===== src/include/sdcfg_pkg.sv =====
// constants shared by the step/direction drive front end and its controller end
// assumes one 100 MHz clock and an active-low asynchronous reset on both ends
`default_nettype none

package sdcfg_pkg;

	// ****************************************
	// clock and times
	// ****************************************
	localparam int unsigned CLK_HZ          = 100_000_000;
	localparam int unsigned TUNE_WIN_MS     = 1000;
	localparam int unsigned TUNE_RUN_MS     = 3000;
	localparam int unsigned RAMP_MS         = 250;
	localparam int unsigned ENABLE_WAIT_MS  = 5;
	localparam int unsigned DIR_SETUP_US    = 5;
	localparam int unsigned GREEN_FLASH_MS  = 250;
	localparam int unsigned RED_FLASH_MS    = 200;
	localparam int unsigned RED_PAUSE_MS    = 1500;
	localparam int unsigned STEP_IDLE_MS    = 10;   // quiet step input this long means standstill
	localparam int unsigned CYC_PER_MS      = CLK_HZ / 1000;
	localparam int unsigned TUNE_WIN_CYC    = TUNE_WIN_MS * CYC_PER_MS;
	localparam int unsigned TUNE_RUN_CYC    = TUNE_RUN_MS * CYC_PER_MS;
	localparam int unsigned RAMP_CYC        = RAMP_MS * CYC_PER_MS;
	localparam int unsigned ENABLE_WAIT_CYC = ENABLE_WAIT_MS * CYC_PER_MS;
	localparam int unsigned DIR_SETUP_CYC   = (DIR_SETUP_US * CLK_HZ + 999_999) / 1_000_000;
	localparam int unsigned GREEN_FLASH_CYC = GREEN_FLASH_MS * CYC_PER_MS;
	localparam int unsigned RED_FLASH_CYC   = RED_FLASH_MS * CYC_PER_MS;
	localparam int unsigned RED_PAUSE_CYC   = RED_PAUSE_MS * CYC_PER_MS;
	localparam int unsigned STEP_IDLE_CYC   = STEP_IDLE_MS * CYC_PER_MS;

	// ****************************************
	// decode tables, index is the inverted switch code (on = 1)
	// ****************************************
	localparam int unsigned MICROSTEP_MIN   = 200;
	localparam int unsigned MICROSTEP_JOG   = 25600;
	localparam int unsigned RPM_MAX         = 500;
	localparam logic [8:0]  RPM_TABLE [8]   = '{9'h032, 9'h064, 9'h096, 9'h0c8,
		9'h0fa, 9'h12c, 9'h190, 9'h1f4};
	// peak current in tenths of an ampere
	localparam logic [6:0]  CURRENT_TABLE [8] = '{7'h1e, 7'h2a, 7'h30, 7'h38,
		7'h41, 7'h48, 7'h54, 7'h62};
	localparam int unsigned HOLD_LOW_PCT    = 50;
	localparam int unsigned HOLD_HIGH_PCT   = 90;

	// ****************************************
	// fault codes, value is burst length
	// ****************************************
	typedef enum logic [2:0] {
		SDCFG_FAULT_NONE   = 3'h0,
		SDCFG_FAULT_OVERI  = 3'h1,
		SDCFG_FAULT_OVERV  = 3'h2,
		SDCFG_FAULT_OVERT  = 3'h3,
		SDCFG_FAULT_WIND   = 3'h4,
		SDCFG_FAULT_INTERN = 3'h5
	} sdcfg_fault_t;

endpackage : sdcfg_pkg

`default_nettype wire


===== src/include/sdcfg_link_if.sv =====
// wires between the controller and the drive: enable, step, direction
// assumes both ends share clock_in
`default_nettype none

interface sdcfg_link_if;
	logic enable;
	logic step;
	logic dir;

	modport drive (input enable, input step, input dir);
	modport ctrl  (output enable, output step, output dir);
endinterface : sdcfg_link_if

`default_nettype wire


===== src/hdl/sdcfg_drive.sv =====
// drive end: switch decode, autotune start, step/direction and constant-speed
// motion, status indicators; analog current regulation lies outside
// assumes link inputs are synchronous to clock_in
`default_nettype none

module sdcfg_drive
	import sdcfg_pkg::*;
#(
	parameter int unsigned TUNE_WIN_CYCLES    = TUNE_WIN_CYC,
	parameter int unsigned TUNE_RUN_CYCLES    = TUNE_RUN_CYC,
	parameter int unsigned RAMP_CYCLES        = RAMP_CYC,
	parameter int unsigned GREEN_FLASH_CYCLES = GREEN_FLASH_CYC,
	parameter int unsigned RED_FLASH_CYCLES   = RED_FLASH_CYC,
	parameter int unsigned RED_PAUSE_CYCLES   = RED_PAUSE_CYC,
	parameter int unsigned STEP_IDLE_CYCLES   = STEP_IDLE_CYC
)(
	input  wire logic         clock_in,
	input  wire logic         rst_n_in,
	sdcfg_link_if.drive       link,
	input  wire logic [2:0]   run_current_sel_in,      // bit0..2, 1 = switch on
	input  wire logic [2:0]   resolution_speed_sel_in, // bit0..2, 1 = switch on
	input  wire logic         hold_current_tune_switch_in,
	input  wire logic         drive_mode_switch_in,
	input  wire logic [2:0]   fault_code_in,           // sdcfg_fault_t
	output logic [6:0]        current_out,             // tenths of an ampere
	output logic [14:0]       microsteps_out,
	output logic [8:0]        target_rpm_out,
	output logic [8:0]        speed_rpm_out,            // ramped speed
	output logic              step_mode_out,
	output logic              energised_out,
	output logic              tuning_out,
	output logic              microstep_pulse_out,
	output logic              move_dir_ccw_out,
	output logic              green_led_out,
	output logic              red_led_out
);

	// ****************************************
	// switch decode
	// ****************************************
	logic [2:0] run_idx;
	logic [2:0] res_idx;
	logic [6:0] run_current;
	logic       motion_cmd;
	logic       tuning;
	logic [8:0] speed;
	// inverted switch code: all on gives index 0
	assign run_idx = ~run_current_sel_in;
	assign res_idx = ~resolution_speed_sel_in;
	assign run_current = CURRENT_TABLE[run_idx];

	// registered outputs of the decode
	always_ff @(posedge clock_in or negedge rst_n_in)
	begin
		if (!rst_n_in)
		begin
			current_out    <= 7'h00;
			microsteps_out <= 15'h0000;
			target_rpm_out <= 9'h000;
			step_mode_out  <= 1'b0;
		end
		else
		begin
			step_mode_out <= drive_mode_switch_in;
			if (drive_mode_switch_in)
				microsteps_out <= 15'(MICROSTEP_MIN << res_idx);
			else
				microsteps_out <= 15'(MICROSTEP_JOG);
			target_rpm_out <= RPM_TABLE[res_idx];
			if (link.enable && !motion_cmd)
				current_out <= hold_current_tune_switch_in
					? 7'((run_current * HOLD_LOW_PCT) / 100)
					: 7'((run_current * HOLD_HIGH_PCT) / 100);
			else
				current_out <= link.enable ? run_current : 7'h00;
		end
	end

	// ****************************************
	// autotune start detection
	// ****************************************
	typedef enum {TN_IDLE, TN_ON, TN_RUN} sdcfg_tune_t;
	sdcfg_tune_t tune_state;
	logic [31:0] tune_cnt;
	logic [31:0] off_cnt;
	assign tuning = (tune_state == TN_RUN);

	// off time of the tune switch, saturating
	always_ff @(posedge clock_in or negedge rst_n_in)
	begin
		if (!rst_n_in)
			off_cnt <= 32'h0;
		else if (hold_current_tune_switch_in)
			off_cnt <= 32'h0;
		else if (off_cnt < TUNE_WIN_CYCLES)
			off_cnt <= off_cnt + 32'h1;
	end

	always_ff @(posedge clock_in or negedge rst_n_in)
	begin
		if (!rst_n_in)
		begin
			tune_state <= TN_IDLE;
			tune_cnt   <= 32'h0;
		end
		else
		begin
			tune_cnt <= tune_cnt + 32'h1;
			unique case (tune_state)
				TN_IDLE:
					if (hold_current_tune_switch_in && off_cnt >= TUNE_WIN_CYCLES)
					begin
						tune_state <= TN_ON;
						tune_cnt   <= 32'h0;
					end
				TN_ON:
					if (tune_cnt >= TUNE_WIN_CYCLES - 1)
						tune_state <= TN_IDLE;
					else if (!hold_current_tune_switch_in)
					begin
						tune_state <= TN_RUN;
						tune_cnt   <= 32'h0;
					end
				TN_RUN:
					if (tune_cnt >= TUNE_RUN_CYCLES - 1)
						tune_state <= TN_IDLE;
			endcase
		end
	end
	assign tuning_out = tuning;

	// ****************************************
	// step/direction mode
	// ****************************************
	logic step_q;
	logic ramp_active;
	logic sd_pulse;
	logic jog_pulse;
	logic [31:0] idle_cnt;
	assign sd_pulse = drive_mode_switch_in && link.enable && !tuning
		&& step_q && !link.step;

	always_ff @(posedge clock_in or negedge rst_n_in)
	begin
		if (!rst_n_in)
			step_q <= 1'b0;
		else
			step_q <= link.step;
	end
	// cycles since the last step level change, saturating
	always_ff @(posedge clock_in or negedge rst_n_in)
	begin
		if (!rst_n_in)
			idle_cnt <= 32'hffff_ffff;
		else if (step_q != link.step)
			idle_cnt <= 32'h0;
		else if (idle_cnt < STEP_IDLE_CYCLES)
			idle_cnt <= idle_cnt + 32'h1;
	end

	// ****************************************
	// constant-speed mode with ramp
	// ****************************************
	logic [31:0] ramp_cnt;
	logic [63:0] phase;
	logic [63:0] phase_sum;
	logic        jog_cw;
	logic        jog_ccw;
	assign jog_cw  = link.step && !link.dir;
	assign jog_ccw = !link.step && link.dir;
	assign motion_cmd = link.enable && !tuning && (drive_mode_switch_in
		? (step_q != link.step || idle_cnt < STEP_IDLE_CYCLES) : (jog_cw || jog_ccw));
	assign ramp_active = !drive_mode_switch_in && link.enable && !tuning
		&& (jog_cw || jog_ccw);
	assign speed = 9'((64'(target_rpm_out) * ramp_cnt) / RAMP_CYCLES);

	always_ff @(posedge clock_in or negedge rst_n_in)
	begin
		if (!rst_n_in)
			ramp_cnt <= 32'h0;
		else if (ramp_active && ramp_cnt < RAMP_CYCLES)
			ramp_cnt <= ramp_cnt + 32'h1;
		else if (!ramp_active && ramp_cnt != 32'h0)
			ramp_cnt <= ramp_cnt - 32'h1;
	end

	// microstep rate accumulator: rpm * 25600 steps per minute of clock cycles
	assign phase_sum = phase + 64'(speed) * 64'(MICROSTEP_JOG);
	assign jog_pulse = !drive_mode_switch_in && phase_sum >= 64'(CLK_HZ) * 64'd60;
	always_ff @(posedge clock_in or negedge rst_n_in)
	begin
		if (!rst_n_in)
			phase <= 64'h0;
		else if (drive_mode_switch_in)
			phase <= 64'h0;
		else if (jog_pulse)
			phase <= phase_sum - 64'(CLK_HZ) * 64'd60;
		else
			phase <= phase_sum;
	end

	// motion outputs and direction latch
	always_ff @(posedge clock_in or negedge rst_n_in)
	begin
		if (!rst_n_in)
		begin
			microstep_pulse_out <= 1'b0;
			move_dir_ccw_out    <= 1'b0;
			speed_rpm_out       <= 9'h000;
		end
		else
		begin
			microstep_pulse_out <= sd_pulse || jog_pulse;
			speed_rpm_out       <= speed;
			if (sd_pulse)
				move_dir_ccw_out <= link.dir;
			else if (ramp_active)
				move_dir_ccw_out <= jog_ccw;
		end
	end

	// ****************************************
	// status indicators
	// ****************************************
	logic [31:0] green_cnt;
	logic        green_blink;
	logic [31:0] red_cnt;
	logic [3:0]  red_phase;

	always_ff @(posedge clock_in or negedge rst_n_in)
	begin
		if (!rst_n_in)
		begin
			green_cnt   <= 32'h0;
			green_blink <= 1'b0;
		end
		else if (green_cnt >= GREEN_FLASH_CYCLES - 1)
		begin
			green_cnt   <= 32'h0;
			green_blink <= !green_blink;
		end
		else
			green_cnt <= green_cnt + 32'h1;
	end

	// red burst sequencer, even phases lit except the closing pause phase
	always_ff @(posedge clock_in or negedge rst_n_in)
	begin
		if (!rst_n_in)
		begin
			red_cnt   <= 32'h0;
			red_phase <= 4'h0;
		end
		else if (fault_code_in == SDCFG_FAULT_NONE || fault_code_in > SDCFG_FAULT_INTERN)
		begin
			red_cnt   <= 32'h0;
			red_phase <= 4'h0;
		end
		else if (red_phase == {fault_code_in, 1'b0})
		begin
			if (red_cnt >= RED_PAUSE_CYCLES - 1)
			begin
				red_cnt   <= 32'h0;
				red_phase <= 4'h0;
			end
			else
				red_cnt <= red_cnt + 32'h1;
		end
		else if (red_cnt >= RED_FLASH_CYCLES - 1)
		begin
			red_cnt   <= 32'h0;
			red_phase <= red_phase + 4'h1;
		end
		else
			red_cnt <= red_cnt + 32'h1;
	end

	// indicator outputs
	always_ff @(posedge clock_in or negedge rst_n_in)
	begin
		if (!rst_n_in)
		begin
			green_led_out <= 1'b0;
			red_led_out   <= 1'b0;
			energised_out <= 1'b0;
		end
		else
		begin
			energised_out <= link.enable;
			if (tuning)
				green_led_out <= 1'b0;
			else
				green_led_out <= link.enable ? 1'b1 : green_blink;
			red_led_out <= fault_code_in != SDCFG_FAULT_NONE
				&& fault_code_in <= SDCFG_FAULT_INTERN
				&& red_phase != {fault_code_in, 1'b0} && !red_phase[0];
		end
	end

endmodule : sdcfg_drive

`default_nettype wire


===== src/flat_wrapper.sv =====
// flat-port wrapper written by rule: the top's interface ports become plain ports
module sdcfg_drive_flat import sdcfg_pkg::*;
#(
	parameter int unsigned TUNE_WIN_CYCLES    = TUNE_WIN_CYC,
	parameter int unsigned TUNE_RUN_CYCLES    = TUNE_RUN_CYC,
	parameter int unsigned RAMP_CYCLES        = RAMP_CYC,
	parameter int unsigned GREEN_FLASH_CYCLES = GREEN_FLASH_CYC,
	parameter int unsigned RED_FLASH_CYCLES   = RED_FLASH_CYC,
	parameter int unsigned RED_PAUSE_CYCLES   = RED_PAUSE_CYC,
	parameter int unsigned STEP_IDLE_CYCLES   = STEP_IDLE_CYC
)
  (clock_in, rst_n_in, run_current_sel_in, resolution_speed_sel_in, hold_current_tune_switch_in, drive_mode_switch_in, fault_code_in, current_out, microsteps_out, target_rpm_out, speed_rpm_out, step_mode_out, energised_out, tuning_out, microstep_pulse_out, move_dir_ccw_out, green_led_out, red_led_out, link_enable, link_step, link_dir);
  sdcfg_link_if link_i ();
  input  wire logic clock_in;
  input  wire logic rst_n_in;
  input  wire logic [2:0] run_current_sel_in;
  input  wire logic [2:0] resolution_speed_sel_in;
  input  wire logic hold_current_tune_switch_in;
  input  wire logic drive_mode_switch_in;
  input  wire logic [2:0] fault_code_in;
  output logic [6:0] current_out;
  output logic [14:0] microsteps_out;
  output logic [8:0] target_rpm_out;
  output logic [8:0] speed_rpm_out;
  output logic step_mode_out;
  output logic energised_out;
  output logic tuning_out;
  output logic microstep_pulse_out;
  output logic move_dir_ccw_out;
  output logic green_led_out;
  output logic red_led_out;
  input wire logic [$bits(link_i.enable)-1:0] link_enable;
  input wire logic [$bits(link_i.step)-1:0] link_step;
  input wire logic [$bits(link_i.dir)-1:0] link_dir;
  assign link_i.enable = link_enable;
  assign link_i.step = link_step;
  assign link_i.dir = link_dir;
  sdcfg_drive #(.TUNE_WIN_CYCLES(TUNE_WIN_CYCLES), .TUNE_RUN_CYCLES(TUNE_RUN_CYCLES), .RAMP_CYCLES(RAMP_CYCLES), .GREEN_FLASH_CYCLES(GREEN_FLASH_CYCLES), .RED_FLASH_CYCLES(RED_FLASH_CYCLES), .RED_PAUSE_CYCLES(RED_PAUSE_CYCLES), .STEP_IDLE_CYCLES(STEP_IDLE_CYCLES)) u_core (.clock_in(clock_in), .rst_n_in(rst_n_in), .link(link_i), .run_current_sel_in(run_current_sel_in), .resolution_speed_sel_in(resolution_speed_sel_in), .hold_current_tune_switch_in(hold_current_tune_switch_in), .drive_mode_switch_in(drive_mode_switch_in), .fault_code_in(fault_code_in), .current_out(current_out), .microsteps_out(microsteps_out), .target_rpm_out(target_rpm_out), .speed_rpm_out(speed_rpm_out), .step_mode_out(step_mode_out), .energised_out(energised_out), .tuning_out(tuning_out), .microstep_pulse_out(microstep_pulse_out), .move_dir_ccw_out(move_dir_ccw_out), .green_led_out(green_led_out), .red_led_out(red_led_out));
endmodule

===== config.mk =====
export PLATFORM = sky130hd
export DESIGN_NAME = sdcfg_drive_flat
export DESIGN_NICKNAME = d
export VERILOG_FILES = /design/src/include/sdcfg_pkg.sv /design/src/include/sdcfg_link_if.sv /design/src/hdl/sdcfg_drive.sv /design/src/flat_wrapper.sv
export SDC_FILE = /design/constraint.sdc
export NUM_CORES = 2
export LEC_CHECK = 0
export BUFFER_PORTS_ARGS = -buffer_cell sky130_fd_sc_hd__buf_2
export CAP_MARGIN = 20
export CORE_ASPECT_RATIO = 0.7
export CORE_MARGIN = 2
export CORE_UTILIZATION = 49
export CTS_CLUSTER_SIZE = 10
export DETAILED_ROUTE_END_ITERATION = 7
export GPL_TIMING_DRIVEN = 0
export HOLD_SLACK_MARGIN = 0.05
export PLACE_DENSITY = 0.73
export SLEW_MARGIN = 10
export SYNTH_ARGS = -nofsm -noshare
export SYNTH_HDL_FRONTEND = slang
export SYNTH_SLANG_ARGS = --single-unit

===== constraint.sdc =====
create_clock -name clock_in -period 40.7 [get_ports clock_in]
set_clock_uncertainty 0.05 [all_clocks]
set_input_delay 4.07 -clock clock_in [delete_from_list [all_inputs] [get_ports clock_in]]
set_output_delay 4.07 -clock clock_in [all_outputs]
set_load 0.01 [all_outputs]

==> flow_summary.ini <==
[setup_path]
rr_worst_depth = 135
crit_path_frequent_cell = a21oi_1
critPathMaxStageDelay_ps = 630
endpoint = u_core.phase[57]
r2r-start = u_core.target_rpm_out[5]
cp_max_fo = 13
crit_required_ps = 41080
reg2reg_to = u_core.phase[57]
start_kind = flip-flop
crit_type = reg -> reg
r2r_setup_slack_ps = 2400
crit_start = u_core.target_rpm_out[5]
arrival_ps = 38680
end_kind = flip-flop
cp_slowest_cell = dfrtp_1

[timing]
setup_ws_ps = 2399
max_freq_mhz = 26.11
setup_violations = 0
hold_violations = 0
rsz0062_at_grt = no
fin_crit_sh_pct = 94.11
worst_slew_pin_slew_ps = 956.3
max_slew_margin_pct = 36.18
final.min_clock_period_ps = 38300
finalSetupTns_ps = 0
finalMaxSlewViolations = 0

[detailed_routing]
drc_errors = 0
drt_iter0_markers = 2884
drt-total-wl_um = 100500
viasPerCell = 5.846
vias = 34966
wl_per_cell_um = 16.80
first_pass_iters = 6
drtAntennaViolNets = 0

[placed_design]
post-dp-hpwl_um = 79430
dpl_cell_area_sq_um = 40360
portBuffers = 56
dp_slack_ps = 2571
place.gp.congestion = 0.9547
dp_cells = 5913

[synth]
synth_warnings = 0
synth-edff-count = 0
seq_area_frac_synth_pct = 19.30
synth_cells = 4781
synthFlopType = dfrtp_1
synth-seq-cells = 296
syn_area_sq_um = 38590
netlist_top_cells_count = nor2_1, nand2_1, inv_1
async_flop_share_pct = 100.0
synth_cell_types = 144
synth_area_per_cell_sq_um = 8.071
synth_top_cell_by_area = dfrtp_1
yosysMostFrequentCell = nor2_1
synth_top_area_share_pct = 17.12
ys_top_cells_by_area = dfrtp_1, fa_1, ha_1, xnor2_1, nor2_1

[clock_network]
path_clk_slew_ps = 60
cts_sinks = 296
postCtsSetupBuffers = 0
clock-root-buffer = clkbuf_16
cts_tree = done
clock_latency_ps = 550
numCtsBuffers = 36
cts_hold_buf = 0
clockBufferDepth = 3
cts_max_level = 2

[cells_and_area]
drive_above_1_share_pct = 7.594
design_area_sq_um = 41510
nNetsFinal = 5331
syn_to_final_growth_pct = 7.578
fin_cells = 5981
nFillCells = 7421
n_antenna_cell = 0

[run_status]
status = finished clean

[floorplan]
start_util_pct = 49.26
ioPinCount = 63
dieArea_sq_um = 81050
core_sq_um = 78340
die_h_um = 238.8
die_w_um = 339.4
rows = 86

[global_routing]
overflow = 0
antenna_found_initial = 0
grt_pass1_wl_um = 167500
grt_pass1_vias = 33086
grt_start_max_net_pins = 103
grt_usage_pct = 24.39

[flow_run]
drv_cap = 0

[min_path]
hp-start = u_core.green_blink
min_path_type = reg -> reg
## critical path, delay by kind of cell (launching register included)
family / cells / cell delay [ps]
DFF: 1 / 630
buffers and inverters: 18 / 3430
muxes: 5 / 1760
adders and majority gates: 10 / 3960
and+or+nand+nor: 30 / 8680
xor gates and xnor gates: 7 / 1520
AOI/OAI and AO/OA: 65 / 18040
## metal layers
| metal | vias up | global-route usage (%) | part of all wire (%) |
|---|---|---|---|
| met5 | - | 0 | 0 |
| met4 | 0 | 4.706 | 1.5 |
| met3 | 111 | 3.467 | 7.6 |
| met2 | 1157 | 36.24 | 42 |
| met1 | 16780 | 37.47 | 49 |
| li1 | 16918 | - | - |
## layout by cell type (no fill, tap or decap), types with 92 or more instances in the layout
| cell | n |
|---|---|
| nor2_1 | 460 |
| nand2_1 | 411 |
| inv_1 | 401 |
| xnor2_1 | 297 |
| a21oi_1 | 283 |
| dfrtp_1 | 264 |
| and2_1 | 252 |
| ha_1 | 221 |
| o21ai_0 | 202 |
| fa_1 | 196 |
| xor2_1 | 182 |
| nand3_1 | 138 |
| clkbuf_1 | 127 |
| nor3_1 | 92 |
## through the flow
step	utilization [%]	hold slack, ps
floorplan	-	392.6
global placement	51.37	428.8
detailed placement	51.52	430.1
CTS	52.90	437.7
global route	52.99	449.4
finish	52.99	431.4
## logic make-up after synthesis
logic type               count (synthesis)  share of synthesized area, %
AND/OR/NAND/NOR                       1813                         23.69
AO/OA/AOI/OAI                         1098                         19.84
buffers and inverters                  568                         5.904
XOR/XNOR                               486                         11.17
adder cells (fa/ha/maj)                433                         17.75
flip-flops                             296                         19.30
multiplexers                            86                         2.331
other                                    1                      0.009718
## registers in the layout (all words and copies together), names as in the netlist, 2 cells and up
name                   count
u_core.current_out         7
u_core.green_cnt          32
u_core.idle_cnt           32
u_core.microsteps_out     12
u_core.off_cnt            32
u_core.phase              54
u_core.ramp_cnt           32
u_core.red_cnt            32
u_core.red_phase           4
u_core.speed_rpm_out       9
u_core.target_rpm_out      8
u_core.tune_cnt           32
u_core.tune_state          2
## how the worst min path moves through the flow
stage	end	cells after the start
3_5_place_dp	u_core.green_cnt[0]	1
6_report	u_core.green_blink	1
2_1_floorplan	u_core.green_blink	1
4_1_cts	u_core.green_blink	1
5_1_grt	u_core.idle_cnt[31]	1
3_3_place_gp	u_core.green_blink	1
## final cells by class
type	instances	area, sq um	area share (%)
Buffer	160	744.5	1.793
Timing Repair Buffer	65	407.9	0.9826
Inverter	408	1534	3.695
Multi-Input combinational cell	3931	28970	69.80
Tap cell	1056	1321	3.183
Sequential cell	296	7447	17.94
Clock buffer	60	1001	2.411
Clock inverter	5	82.58	0.1989
## repair_timing
item	4_1_cts	5_1_grt
setup endpoints to repair	0	17
hold endpoints to repair	0	0
gates resized for setup	0	11
Power is left out: the tool's default activity adds up to more than one toggle a clock period on the data nets, which glitch-free logic cannot reach.
